### src/apc_pkg.sv
// Shared constants for the attribute palette controller
package apc_pkg;

  // Host I/O ports
  localparam logic [15:0] APC_PORT_WR     = 16'h03C0;
  localparam logic [15:0] APC_PORT_RD     = 16'h03C1;
  localparam logic [15:0] APC_PORT_STAT_M = 16'h03BA;
  localparam logic [15:0] APC_PORT_STAT_C = 16'h03DA;

  // Data register indexes
  localparam logic [4:0] APC_IDX_PAL_LAST = 5'h0F;
  localparam logic [4:0] APC_IDX_MODE     = 5'h10;
  localparam logic [4:0] APC_IDX_BORDER   = 5'h11;
  localparam logic [4:0] APC_IDX_PLANE    = 5'h12;
  localparam logic [4:0] APC_IDX_SHIFT    = 5'h13;
  localparam logic [4:0] APC_IDX_CSEL     = 5'h14;

  // Index register fields
  localparam int APC_IDX_PAS_BIT = 5;

  // Mode control fields
  localparam int APC_MODE_C54_BIT   = 7;
  localparam int APC_MODE_WIDE_BIT  = 6;
  localparam int APC_MODE_PANC_BIT  = 5;
  localparam int APC_MODE_BLINK_BIT = 3;
  localparam int APC_MODE_LGFX_BIT  = 2;
  localparam int APC_MODE_GFX_BIT   = 0;

  // Writable bit masks (reserved bits read zero)
  localparam logic [7:0] APC_MASK_INDEX = 8'h3F;
  localparam logic [7:0] APC_MASK_PAL   = 8'h3F;
  localparam logic [7:0] APC_MASK_MODE  = 8'hEF;
  localparam logic [7:0] APC_MASK_PLANE = 8'h3F;
  localparam logic [7:0] APC_MASK_SHIFT = 8'h0F;
  localparam logic [7:0] APC_MASK_CSEL  = 8'h0F;

  // Values after reset
  localparam logic [7:0] APC_RST_REG    = 8'h00;
  localparam logic [7:0] APC_RST_PLANE  = 8'h0F;
  localparam logic       APC_RST_TOGGLE = 1'b0;

  // Panning
  localparam logic [3:0] APC_PAN_NINE_WRAP = 4'h8;

  // Status-digit codes
  localparam logic [3:0] APC_DIGIT_MONO  = 4'hB;
  localparam logic [3:0] APC_DIGIT_COLOR = 4'hD;

  // Status route selections
  typedef enum logic [1:0] {
    APC_RT_20 = 2'b00,
    APC_RT_54 = 2'b01,
    APC_RT_31 = 2'b10,
    APC_RT_76 = 2'b11
  } apc_route_t;

endpackage : apc_pkg

### src/apc_skid2.sv
// Two-entry buffer with registered valid/ready on both sides
`timescale 1ns/1ps
module apc_skid2 #(
  parameter int W = 8
) (
  input  wire logic         i_clk,       // Dot clock
  input  wire logic         i_nrst,      // Async reset, low
  input  wire logic         i_in_valid,  // Word offered
  input  wire logic [W-1:0] i_in_data,   // Word
  output logic              o_in_ready,  // Room for a word
  output logic              o_out_valid, // Word available
  output logic [W-1:0]      o_out_data,  // Head word
  input  wire logic         i_out_ready  // Receiver takes word
);

  logic [W-1:0] spare_r;
  logic         spare_v_r;
  logic         push;
  logic         pop;
  logic         spare_v_nxt;

  assign push = i_in_valid & o_in_ready;
  assign pop  = o_out_valid & i_out_ready;

  always_comb begin
    spare_v_nxt = spare_v_r;
    if (!o_out_valid || pop) begin
      spare_v_nxt = spare_v_r & push;
    end else if (push) begin
      spare_v_nxt = 1'b1;
    end
  end

  always_ff @(posedge i_clk or negedge i_nrst) begin
    if (!i_nrst) begin
      o_out_valid <= 1'b0;
      o_out_data  <= '0;
      spare_r     <= '0;
      spare_v_r   <= 1'b0;
      o_in_ready  <= 1'b1;
    end else begin
      if (!o_out_valid || pop) begin
        o_out_valid <= spare_v_r | push;
        o_out_data  <= spare_v_r ? spare_r : i_in_data;
        if (spare_v_r && push) begin
          spare_r <= i_in_data;
        end
      end else if (push) begin
        spare_r <= i_in_data;
      end
      spare_v_r  <= spare_v_nxt;
      o_in_ready <= ~spare_v_nxt;
    end
  end

endmodule : apc_skid2

### src/apc_ctrl.sv
// Attribute palette controller: host port registers and pixel colour path
// How it works
// - Reading the input status port resets the toggle to the index register.
// - Each write to the write port flips the toggle; read-port reads never do.
// - Host writes an index first; the next write-port write loads that data register.
// - Read port returns the index while it is selected; index taken on write port.
// - Index bit 5 low blanks colour out and opens palette access; high runs translation.
// - Index bits 4:0 choose the data register; bits 7:6 reserved.
// - Sixteen 6-bit palette entries give colour bits 5:0 per pixel value except in 256 mode.
// - Mode bit 7 picks colour bits 5:4 from palette or colour select 1:0 except in 256 mode.
// - Mode bit 6 halves the pixel clock enable for 256-colour width.
// - With mode bit 5, line compare stops panning and CRT bits until vsync.
// - Mode bit 3 makes attribute MSB blink instead of background intensity.
// - Ninth dot of line-graphics codes copies eighth dot or shows background.
// - Border colour drives all eight colour bits during overscan.
// - Disabled colour planes force their pixel bit to zero before palette lookup.
// - Status-mux bits pick which colour-bit pair appears on status bits 5,4.
// - Panning drops leading pixels; amount depends on 9-dot, 8-dot or 256 mode.
// - Colour select bits 3:2 drive colour bits 7:6 except in 256 mode.
// - Status port middle digit is B for mono, D for colour.
// - Data registers are written on the write port and read on the read port.
`timescale 1ns/1ps
module apc_ctrl
  import apc_pkg::*;
(
  input  wire logic        i_clk,          // Dot clock, 125 MHz
  input  wire logic        i_nrst,         // Async reset, low
  // Host I/O port
  input  wire logic [15:0] i_io_addr,      // Port address
  input  wire logic        i_io_wr,        // Write strobe, one cycle
  input  wire logic        i_io_rd,        // Read strobe, one cycle
  input  wire logic [7:0]  i_io_wdata,     // Write data
  output logic [7:0]       o_io_rdata,     // Read data
  output logic             o_io_rvalid,    // Read data valid pulse
  output logic             o_data_sel,     // Toggle: 1 = data register next
  // Neighbouring logic
  input  wire logic        i_misc_color,   // Misc output bit 0
  input  wire logic        i_line_start,   // Start of scan line pulse
  input  wire logic        i_line_compare, // CRT line compare pulse
  input  wire logic        i_vsync,        // Vertical sync
  input  wire logic        i_nine_dot,     // 9-dot character clock
  output logic             o_crt08_hold,   // CRT reg 08 bits 5,6 disabled
  output logic [1:0]       o_status_route, // Input status bits 5,4
  output logic             o_pclk_en,      // Pixel clock enable
  // Pixel stream in
  input  wire logic        i_pix_valid,    // Pixel offered
  input  wire logic [3:0]  i_pix_data,     // Pixel value
  input  wire logic        i_pix_fg,       // Foreground dot
  input  wire logic [3:0]  i_pix_bg,       // Background colour
  input  wire logic        i_attr_msb,     // Attribute byte MSB
  input  wire logic        i_blink_phase,  // Blink phase, 1 = shown
  input  wire logic        i_ninth_dot,    // This is the ninth dot
  input  wire logic        i_line_gfx,     // Line-graphics char code
  input  wire logic        i_pix_border,   // Border/overscan period
  output logic             o_pix_ready,    // Pixel may be taken
  // Colour stream out
  output logic             o_color_valid,  // Colour available
  output logic [7:0]       o_color,        // color_out_bit7..0
  input  wire logic        i_color_ready   // Receiver takes colour
);

  ////////////////////////////////////////////////////////////////////////
  // Registers

  logic [5:0] pal_r [16];
  logic [7:0] index_r;
  logic [7:0] mode_r;
  logic [7:0] border_r;
  logic [7:0] plane_r;
  logic [7:0] shift_r;
  logic [7:0] csel_r;
  logic       tog_r;

  function automatic logic is_status_port(input logic [15:0] a, input logic color);
    is_status_port = (a == (color ? APC_PORT_STAT_C : APC_PORT_STAT_M));
  endfunction : is_status_port

  function automatic logic [7:0] reg_mask(input logic [4:0] idx);
    unique case (idx)
      APC_IDX_MODE:   reg_mask = APC_MASK_MODE;
      APC_IDX_BORDER: reg_mask = 8'hFF;
      APC_IDX_PLANE:  reg_mask = APC_MASK_PLANE;
      APC_IDX_SHIFT:  reg_mask = APC_MASK_SHIFT;
      APC_IDX_CSEL:   reg_mask = APC_MASK_CSEL;
      default:        reg_mask = (idx <= APC_IDX_PAL_LAST) ? APC_MASK_PAL : 8'h00;
    endcase
  endfunction : reg_mask

  logic       wr_port;
  logic       rd_port;
  logic       stat_rd;
  logic [4:0] sel;
  logic       pal_open;
  logic [7:0] data_wr;

  assign wr_port  = i_io_wr && (i_io_addr == APC_PORT_WR);
  assign rd_port  = i_io_rd && (i_io_addr == APC_PORT_RD);
  assign stat_rd  = i_io_rd && is_status_port(i_io_addr, i_misc_color);
  assign sel      = index_r[4:0];
  assign pal_open = ~index_r[APC_IDX_PAS_BIT];
  assign data_wr  = i_io_wdata & reg_mask(sel);

  // Index/data toggle; a write's flip wins over a same-cycle status read
  always_ff @(posedge i_clk or negedge i_nrst) begin
    if (!i_nrst) begin
      tog_r <= APC_RST_TOGGLE;
    end else if (wr_port) begin
      tog_r <= ~tog_r;
    end else if (stat_rd) begin
      tog_r <= 1'b0;
    end
  end

  // Index register
  always_ff @(posedge i_clk or negedge i_nrst) begin
    if (!i_nrst) begin
      index_r <= APC_RST_REG;
    end else if (wr_port && !tog_r) begin
      index_r <= i_io_wdata & APC_MASK_INDEX;
    end
  end

  // Palette entries, host writable only while palette is opened
  always_ff @(posedge i_clk or negedge i_nrst) begin
    if (!i_nrst) begin
      for (int i = 0; i < 16; i++) begin
        pal_r[i] <= APC_RST_REG[5:0];
      end
    end else if (wr_port && tog_r && pal_open && sel <= APC_IDX_PAL_LAST) begin
      pal_r[sel[3:0]] <= data_wr[5:0];
    end
  end

  // Control registers
  always_ff @(posedge i_clk or negedge i_nrst) begin
    if (!i_nrst) begin
      mode_r   <= APC_RST_REG;
      border_r <= APC_RST_REG;
      plane_r  <= APC_RST_PLANE;
      shift_r  <= APC_RST_REG;
      csel_r   <= APC_RST_REG;
    end else if (wr_port && tog_r) begin
      unique case (sel)
        APC_IDX_MODE:   mode_r   <= data_wr;
        APC_IDX_BORDER: border_r <= data_wr;
        APC_IDX_PLANE:  plane_r  <= data_wr;
        APC_IDX_SHIFT:  shift_r  <= data_wr;
        APC_IDX_CSEL:   csel_r   <= data_wr;
        default: ;
      endcase
    end
  end

  // Read port: index while selected, else addressed data register
  always_ff @(posedge i_clk or negedge i_nrst) begin
    if (!i_nrst) begin
      o_io_rdata  <= 8'h00;
      o_io_rvalid <= 1'b0;
    end else begin
      o_io_rvalid <= rd_port;
      if (rd_port) begin
        if (!tog_r) begin
          o_io_rdata <= index_r;
        end else begin
          unique case (sel)
            APC_IDX_MODE:   o_io_rdata <= mode_r;
            APC_IDX_BORDER: o_io_rdata <= border_r;
            APC_IDX_PLANE:  o_io_rdata <= plane_r;
            APC_IDX_SHIFT:  o_io_rdata <= shift_r;
            APC_IDX_CSEL:   o_io_rdata <= csel_r;
            default: o_io_rdata <= (sel <= APC_IDX_PAL_LAST) ? {2'b00, pal_r[sel[3:0]]} : 8'h00;
          endcase
        end
      end
    end
  end

  assign o_data_sel = tog_r;

  ////////////////////////////////////////////////////////////////////////
  // Pixel clock enable and panning hold

  logic wide;
  logic text;
  logic blink_md;
  logic pan_off_r;

  assign wide     = mode_r[APC_MODE_WIDE_BIT];
  assign text     = ~mode_r[APC_MODE_GFX_BIT];
  assign blink_md = mode_r[APC_MODE_BLINK_BIT];

  always_ff @(posedge i_clk or negedge i_nrst) begin
    if (!i_nrst) begin
      o_pclk_en <= 1'b1;
    end else begin
      o_pclk_en <= wide ? ~o_pclk_en : 1'b1;
    end
  end

  // Compare sets, vsync clears; a compare in a vsync cycle wins
  always_ff @(posedge i_clk or negedge i_nrst) begin
    if (!i_nrst) begin
      pan_off_r <= 1'b0;
    end else if (i_line_compare && mode_r[APC_MODE_PANC_BIT]) begin
      pan_off_r <= 1'b1;
    end else if (i_vsync || !mode_r[APC_MODE_PANC_BIT]) begin
      pan_off_r <= 1'b0;
    end
  end

  assign o_crt08_hold = pan_off_r;

  ////////////////////////////////////////////////////////////////////////
  // Pixel path

  logic [3:0] skip_r;
  logic [3:0] pan_amt;
  logic [3:0] skip_now;
  logic       half_r;
  logic [3:0] first_r;
  logic [3:0] last_r;
  logic [3:0] bgx;
  logic [3:0] base;
  logic [3:0] masked;
  logic [5:0] pal;
  logic [7:0] color;
  logic       fifo_rdy;
  logic       take;
  logic       drop;
  logic       push;

  always_comb begin
    if (pan_off_r) begin
      pan_amt = 4'h0;
    end else if (wide) begin
      pan_amt = {2'b00, shift_r[2:1]};
    end else if (i_nine_dot) begin
      pan_amt = (shift_r[3:0] < APC_PAN_NINE_WRAP) ? shift_r[3:0] + 4'h1 : 4'h0;
    end else begin
      pan_amt = {1'b0, shift_r[2:0]};
    end
  end

  assign skip_now = i_line_start ? pan_amt : skip_r;
  assign take     = i_pix_valid && fifo_rdy && o_pclk_en;
  assign drop     = (skip_now != 4'h0);
  assign push     = take && !drop && (!wide || half_r);

  always_comb begin
    bgx  = (text && blink_md) ? {1'b0, i_pix_bg[2:0]} : i_pix_bg;
    base = i_pix_data;
    if (text) begin
      if (!i_pix_fg) begin
        base = bgx;
      end else if (blink_md && i_attr_msb && !i_blink_phase) begin
        base = bgx;
      end
    end
    if (text && i_ninth_dot && i_line_gfx) begin
      base = mode_r[APC_MODE_LGFX_BIT] ? last_r : bgx;
    end
  end

  assign masked = base & plane_r[3:0];
  assign pal    = pal_r[masked];

  always_comb begin
    if (pal_open) begin
      color = 8'h00;
    end else if (i_pix_border) begin
      color = border_r;
    end else if (wide) begin
      color = {first_r, masked};
    end else begin
      color = {csel_r[3:2],
               mode_r[APC_MODE_C54_BIT] ? csel_r[1:0] : pal[5:4],
               pal[3:0]};
    end
  end

  always_ff @(posedge i_clk or negedge i_nrst) begin
    if (!i_nrst) begin
      skip_r  <= 4'h0;
      half_r  <= 1'b0;
      first_r <= 4'h0;
      last_r  <= 4'h0;
    end else begin
      if (take) begin
        skip_r <= drop ? skip_now - 4'h1 : 4'h0;
        if (!drop) begin
          last_r <= base;
          half_r <= wide & ~half_r;
          if (!half_r) begin
            first_r <= masked;
          end
        end
      end else if (i_line_start) begin
        skip_r <= pan_amt;
        half_r <= 1'b0;
      end
    end
  end

  // Status bits follow the last colour pushed out
  always_ff @(posedge i_clk or negedge i_nrst) begin
    if (!i_nrst) begin
      o_status_route <= 2'b00;
    end else if (push) begin
      unique case (apc_route_t'(plane_r[5:4]))
        APC_RT_20: o_status_route <= {color[2], color[0]};
        APC_RT_54: o_status_route <= {color[5], color[4]};
        APC_RT_31: o_status_route <= {color[3], color[1]};
        APC_RT_76: o_status_route <= {color[7], color[6]};
      endcase
    end
  end

  ////////////////////////////////////////////////////////////////////////
  // Output buffer

  apc_skid2 #(
    .W (8)
  ) u_buf (
    .i_clk       (i_clk),
    .i_nrst      (i_nrst),
    .i_in_valid  (push),
    .i_in_data   (color),
    .o_in_ready  (fifo_rdy),
    .o_out_valid (o_color_valid),
    .o_out_data  (o_color),
    .i_out_ready (i_color_ready)
  );

  assign o_pix_ready = fifo_rdy;

endmodule : apc_ctrl

### config.mk
export PLATFORM = sky130hd
export DESIGN_NAME = apc_ctrl
export DESIGN_NICKNAME = d
export VERILOG_FILES = /design/src/apc_pkg.sv /design/src/apc_skid2.sv /design/src/apc_ctrl.sv
export SDC_FILE = /design/constraint.sdc
export NUM_CORES = 1
export LEC_CHECK = 0
export BUFFER_PORTS_ARGS = -buffer_cell sky130_fd_sc_hd__buf_2
export CORE_MARGIN = 4
export CORE_UTILIZATION = 40
export CTS_BUF_LIST = sky130_fd_sc_hd__clkbuf_4 sky130_fd_sc_hd__clkbuf_8 sky130_fd_sc_hd__clkbuf_16
export DETAILED_ROUTE_END_ITERATION = 8
export HOLD_SLACK_MARGIN = 0.02
export PLACE_DENSITY = 0.7
export SETUP_SLACK_MARGIN = 0.3
export SLEW_MARGIN = 5
export SYNTH_ARGS = -nofsm -noshare
export SYNTH_HDL_FRONTEND = slang
export SYNTH_SLANG_ARGS = --single-unit
### constraint.sdc
create_clock -name i_clk -period 2.34 [get_ports i_clk]
set_input_delay 0.468 -clock i_clk [delete_from_list [all_inputs] [get_ports i_clk]]
set_output_delay 0.468 -clock i_clk [all_outputs]
set_load 0.05 [all_outputs]
Word-level counts from Yosys, hierarchy flattened
Index checks and enable logic that the tools add are counted.
{"block": "classes", "add_sub_neg": 2, "magnitude_cmp": 5, "eq_ne": 13, "n_mux": 47, "bitwise_logic": 16, "reduce_logical": 44}
{"cell": "bitwise mux 96 bit", "n": 1}
{"cell": "two-way mux 8 bit", "n": 8}
{"cell": "two-way mux 4 bit", "n": 13}
{"cell": "binary-select mux 6 bit (select 4 bit)", "n": 2}
{"cell": "two-way mux 6 bit", "n": 7}
{"cell": "case mux 8 bit (5 select lines)", "n": 1}
{"cell": "== test 16 x 10 -> 1 bit (second input constant)", "n": 2}
{"cell": "case mux 8 bit (4 select lines)", "n": 1}
{"cell": "== test 5 bit (second input constant)", "n": 5}
{"cell": "demux 6 bit (select 4 bit)", "n": 1}
{"cell": "logical AND 1 bit", "n": 19}
{"cell": "== test 16 x 10 -> 1 bit", "n": 1}
{"cell": "AND reduction 2 bit", "n": 8}
{"cell": "greater-or-equal comparator 5 bit (second input constant)", "n": 2}
{"cell": "two-way mux 1 bit", "n": 10}
{"cell": "inverter 4 -> 5 bit", "n": 2}
{"cell": "AND 8 bit", "n": 1}
{"cell": "case mux 2 bit (4 select lines)", "n": 1}
{"cell": "nonzero test 2 bit", "n": 4}
{"cell": "two-way mux 7 bit", "n": 1}
{"cell": "inverter 1 bit", "n": 7}
{"cell": "zero test 1 bit", "n": 6}
{"cell": "less-or-equal comparator 5 x 4 -> 1 bit (second input constant)", "n": 1}
{"cell": "less-than comparator 5 x 1 -> 1 bit (second input constant)", "n": 1}
{"cell": "other kinds (15)", "n": 22}
{"block": "word_totals", "regBits": 188, "elab_cells": 164}

Longest topological paths before layout
{"block": "depth", "word_depth": 18, "ltp_mapped": 13, "depth_no_buf": 10}

Cells and area by module
Synthesis repeated with hierarchy kept, for this count alone.
{"block": "unflattened", "hier_cells": 887, "area_unflattened_um2": 10034.6}
{"mod": "apc_ctrl", "n_inst": 1, "cells_each": 827, "area_per_inst_um2": 9237.6, "seq_area_each_um2": 4235.3}
{"mod": "apc_skid2", "n_inst": 1, "cells_each": 60, "area_per_inst_um2": 797.0, "seq_area_each_um2": 476.7}

Worst setup path after synthesis
OpenSTA, ideal clock, no wires.
{"block": "synth_timing", "path_type": "input to register", "start": "input port i_io_addr[11]", "end": "register pal_r[30] (netlist bit)", "setup_ns": 0.125, "t_arrival_ns": 2.558, "slack_ns": -0.343, "stages": 9, "cell_sequence": "or4_4 -> nor4_4 -> nand4b_2 -> nor4_2 -> and2_1 -> buf_4 -> nand2b_4 -> nor2_4 -> mux2_2"}
{"block": "synth_via", "elab_chain_cells": 5}
{"element": "from (decl)", "line_no": "apc_ctrl.sv:29", "source": "input wire logic [15:0] i_io_addr,"}
{"element": "== test 16 x 10 -> 1 bit", "line_no": "apc_ctrl.sv:96", "source": "assign wr_port = i_io_wr && (i_io_addr == APC_PORT_WR);"}
{"element": "logical AND 1 bit", "line_no": "apc_ctrl.sv:96"}
{"element": "logical AND 1 bit (3 in a row)", "line_no": "apc_ctrl.sv:129", "source": "end else if (wr_port && tog_r && pal_open && sel <= APC_IDX_PAL_LAST) begin"}
{"element": "to (signal, indexed assignment)", "line_no": "apc_ctrl.sv:127", "source": "pal_r[i] <= APC_RST_REG[5:0];"}
{"element": "to (signal, indexed assignment)", "line_no": "apc_ctrl.sv:130", "source": "pal_r[sel[3:0]] <= data_wr[5:0];"}
{"element": "to (decl)", "line_no": "apc_ctrl.sv:65", "source": "logic [5:0] pal_r [16];"}
No other way between the ends.
A chain may end at the register's enable or synchronous reset.

Worst setup path in the final report
{"block": "layout_timing", "start": "register mode_r[3]", "end": "register u_buf.o_out_data[2]"}
{"block": "layout_via", "elab_chain_cells": 15, "elab_cells_between_ends": 18}
{"element": "from (decl)", "line_no": "apc_ctrl.sv:67", "source": "logic [7:0] mode_r;"}
{"element": "from (signal assigned)", "line_no": "apc_ctrl.sv:144", "source": "APC_IDX_MODE: mode_r <= data_wr;"}
{"element": "logical AND 1 bit, on equally long branches", "line_no": "apc_ctrl.sv:250, apc_ctrl.sv:255"}
{"element": "two-way mux 4 bit / logical AND 1 bit (equally long branches)", "line_no": "apc_ctrl.sv:250, apc_ctrl.sv:255"}
{"element": "two-way mux 4 bit", "line_no": "apc_ctrl.sv:255", "source": "end else if (blink_md && i_attr_msb && !i_blink_phase) begin"}
{"element": "two-way mux 4 bit", "line_no": "apc_ctrl.sv:253", "source": "if (!i_pix_fg) begin"}
{"element": "two-way mux 4 bit", "line_no": "apc_ctrl.sv:252", "source": "if (text) begin"}
{"element": "two-way mux 4 bit (*)", "line_no": "apc_ctrl.sv:259", "source": "if (text && i_ninth_dot && i_line_gfx) begin"}
{"element": "AND 4 bit (*)", "line_no": "apc_ctrl.sv:264", "source": "assign masked = base & plane_r[3:0];"}
{"element": "inverter 4 -> 5 bit (implied by the code)", "line_no": "apc_ctrl.sv:265", "source": "assign pal = pal_r[masked];"}
{"element": "binary-select mux 6 bit (select 4 bit)", "line_no": "apc_ctrl.sv:265"}
{"element": "two-way mux 6 bit (implied by the code) (2 in a row)", "line_no": "apc_ctrl.sv:265"}
{"element": "two-way mux 8 bit (*)", "line_no": "apc_ctrl.sv:272", "source": "end else if (wide) begin"}
{"element": "two-way mux 8 bit (*)", "line_no": "apc_ctrl.sv:270", "source": "end else if (i_pix_border) begin"}
{"element": "two-way mux 8 bit (*)", "line_no": "apc_ctrl.sv:268", "source": "if (pal_open) begin"}
{"element": "two-way mux 8 bit (*)", "line_no": "apc_skid2.sv:44", "source": "o_out_data <= spare_v_r ? spare_r : i_in_data;"}
{"element": "to (signal assigned)", "line_no": "apc_skid2.sv:44"}
{"element": "to (decl)", "line_no": "apc_skid2.sv:12", "source": "output logic [W-1:0] o_out_data,"}
Every way passes the cells marked *; elsewhere a longest branch is shown, timed or not. The select of a mux whose other input is x is not followed.

==> impl_metrics.csv <==
group,metric,value,unit
clock_tree,cts_root_buf,"clkbuf_16",
drt,wirelength,35.76,mm
critical_path,startpoint,"mode_r[3]$_DFFE_PN0P_",
sta,post-route-min-period,2815,ps
synth,async_flop_share,1.000,
drt,viasPerCell,6.107,
global_route,met3_usage,0.05259,
clock_tree,cts_sinks,188,
sta,drv_slew,0,
cells_and_area,drive_above_1_share,0.5441,
drt,via_count,9356,
global_route,gr-usage-met1,0.3125,
clock_tree,htree_levels,4,
global_route,grt.overflow.total,0,
run_status,outcome,"finished, violations left",
synth,synthTopCellsByArea,"dfrtp_1 45%, mux2_2 11%, mux4_2 7.0%, nand2_1 4.9%, o21ai_0 2.7%",
floorplan,io-pin-count,73,
global_route,grt_pass1_wl,53.94,mm
place,dp_slack,-789.8,ps
sta,finalCritPeriodShare,1.203,
synth,synthFlopType,"dfrtp_1",
sta,relSlewSlack,0.6106,
synth,ys_warn_count,0,
place,placedCellCount,1431,
floorplan,chipWidth,167.9,um
flow_run,max_cap_violations,0,
critical_path,timing.rr.start,"mode_r[3]$_DFFE_PN0P_",
pwr,peakVddDrop,391.9,uV
floorplan,die_h,167.9,um
clock_tree,cts.clk_slew.worst_paths,70,ps
sta,rsz0062_at_grt,"yes",
synth,netlist.area_leader.share,0.4455,
synth,yosysSeqAreaShare,0.4609,
pwr,swShare,0.2566,
cells_and_area,nets,1239,
place,gp_congestion,0.9503,
global_route,grt_start_max_net_pins,51,
cells_and_area,layout_common_cells,"176 x dfrtp_1, 115 x buf_4, 97 x mux2_4, 86 x nand2_1, 70 x buf_2",
floorplan,rows,58,
synth,synth_area,10220,um2
sta,hold_viol_final,0,
critical_path,crit_path_start_kind,"register",
floorplan,core,25180,um2
critical_path,end_kind,"register",
sta,tightest_slew,584.1,ps
pwr,pwr-share-seq,0.461,
synth,yosys.area.top_type,"dfrtp_1",
sta,max_freq,355.3,MHz
drt,wl_per_cell,23.34,um
pwr,clkPwrFrac,0.439,
global_route,antenna_found_initial,0,
global_route,grt_pass1_vias,9433,
pwr,p_leak,6.563,nW
synth,ys_ff_latch,188,
global_route,busiest_layer,"met2",
drt,ant_nets,0,
synth,postSynthCellCount,939,
cells_and_area,layout_commonest_cell,"dfrtp_1",
pwr,p_comb_frac,0.101,
run_status,violations,"negative setup slack",
clock_tree,cts_tree,"built",
sta,fin_ws,-474.8,ps
pwr,powerDensity,494.4,nW/um2
pwr,p_switching,0.001890,W
critical_path,arrival,3140,ps
cells_and_area,fillers,1874,
synth,synth_cell_types,89,
synth,syn_nets,989,
cells_and_area,syn2layout_area_growth,45.76,%
drt,first_pass_iters,5,
clock_tree,cts_inserted_buffers,17,
floorplan,start_util,0.4060,
sta,setup_viol,141,
floorplan,die-area,28180,um2
clock_tree,clock_path_buffers,2,
synth,avgSynthCellArea,10.89,um2
drt,drc,0,
place,io_buffers,72,
critical_path,worst-r2r-setup-slack,-470,ps
critical_path,critPathMaxFanout,6,
critical_path,path_class,"register to register",
synth,synth-edff-count,0,
min_path,hold_path_startpoint,"i_line_compare",
cells_and_area,fin_cells,1532,
pwr,p_int,0.005477,W
drt,dr.first_iter.drc_count,936,
sta,fin_worst_skew,10.91,ps
sta,setup-tns-final,-13410,ps
clock_tree,clk_latency,440,ps
cells_and_area,n_antenna_cell,0,
place,dp.final_hpwl,22.88,mm
global_route,grt_usage,0.2429,
min_path,hold_path_class,"primary input to register",
sta,worst_hold_slack,240.8,ps
global_route,grt_util_met2,0.3992,
critical_path,cp.required,2670,ps
[repair_timing]
| item | in CTS | in global routing |
|---|---|---|
| gates cloned | 4 | 0 |
| resized for setup | 247 | 150 |
| hold endpoints to repair | 42 | 0 |
| setup buffers | 40 | 24 |
| hold buffers | 1 | 0 |
| pin swaps | 50 | 46 |
| endpoints found under the setup margin | 168 | 180 |
[registers in the layout, indices dropped and copies added, names as in the netlist, 8 cells and up]
| register | flops |
|---|---|
| shift_r | 8 |
| u_buf.o_out_data | 8 |
| u_buf.spare_r | 8 |
| pal_r | 96 |
| border_r | 8 |
| csel_r | 8 |
| mode_r | 8 |
| plane_r | 8 |
| o_io_rdata | 8 |
[cell families after synthesis]
| group | Yosys count | synth area share |
|---|---|---|
| AOI/OAI and AO/OA | 189 | 0.1274 |
| adders and majority gates | 1 | 0.001224 |
| buffers and inverters | 69 | 0.03280 |
| DFF | 188 | 0.4609 |
| muxes | 166 | 0.2148 |
| and+or+nand+nor | 326 | 0.1629 |
[worst paths after layout]
path	to	depth (start not counted)
max in group asynchronous	plane_r[1]$_DFFE_PN1P_	3
setup / recovery	u_buf.o_out_data[2]$_DFFE_PN0P_	11
setup reg to reg	u_buf.o_out_data[2]$_DFFE_PN0P_	11
hold reg to reg	o_pclk_en$_DFF_PN1_	1
hold / removal	o_crt08_hold$_DFFE_PN0P_	2
min in group asynchronous	pal_r[87]$_DFFE_PN0P_	2
[power groups by stage]
| stage | Sequential, W | Combinational (W) | Clock (W) |
|---|---|---|---|
| finish | 0.00339 | 0.000741 | 0.00323 |
| global route | 0.00341 | 0.000801 | 0.00338 |
| CTS | 0.00339 | 0.000712 | 0.00323 |
| detailed placement | 0.00346 | 0.000652 | 0 |
| global placement | 0.00345 | 0.000642 | 0 |
| floorplan | 0.00357 | 0.000242 | 0 |
[critical path: stages (launching register included)]
cell       delay [ps]
dfrtp_2           470
and3b_2           260
o2111ai_4         230
a31oi_4           190
buf_12            180
mux2_4            300
a221o_1           330
nor4_2            230
nor4_2             90
buf_4             180
mux2i_1           150
a21oi_1            90
[cell usage after synthesis, types with 3 or more instances]
cell type / n
o31ai_1: 3
nand4_1: 9
a2111oi_0: 4
buf_4: 6
a221o_1: 3
nand4b_1: 3
o21ai_0: 56
buf_1: 3
and3_1: 4
nand3_1: 11
nand2b_1: 11
mux2_2: 104
dfstp_2: 6
o211ai_1: 4
nand2_1: 134
nor4_1: 8
clkbuf_1: 31
a21oi_1: 36
nand3b_1: 3
a32oi_1: 7
buf_6: 5
a211oi_1: 8
nor2_4: 4
mux2_1: 3
a31oi_1: 14
nor2_1: 67
and2_1: 20
nor3_1: 17
o21a_1: 3
buf_2: 13
dfrtp_1: 182
inv_1: 10
mux2i_1: 27
a22oi_1: 12
nor2b_1: 7
mux4_2: 32
[stage by stage]
step / utilization / area (um2) / total power [W]
2_1_floorplan: - / 10500 / 0.003816
3_5_place_dp: 0.4838 / 12180 / 0.004108
5_1_grt: 0.5918 / 14900 / 0.007587
4_1_cts: 0.5653 / 14240 / 0.007336
3_3_place_gp: 0.4838 / 12180 / 0.004096
6_report: 0.5918 / 14900 / 0.007367
[cell type report]
class / instances / area (um2) / share of cell area
Sequential cell: 188 / 4720 / 0.3167
Tap cell: 330 / 412.9 / 0.02771
Clock inverter: 11 / 177.7 / 0.01192
Timing Repair Buffer: 287 / 2601 / 0.1746
Multi-Input combinational cell: 684 / 6481 / 0.4349
Clock buffer: 21 / 467.9 / 0.03140
Inverter: 11 / 41.29 / 0.002771
[per-layer routing]
| metal | up-vias | routed length, um |
|---|---|---|
| li1 | 3974 | - |
| met5 | - | 0 |
| met1 | 4678 | 13780 |
| met3 | 145 | 2905 |
| met4 | 0 | 1733 |
| met2 | 559 | 17340 |
Note: power is estimated with default switching activity, not from simulation.
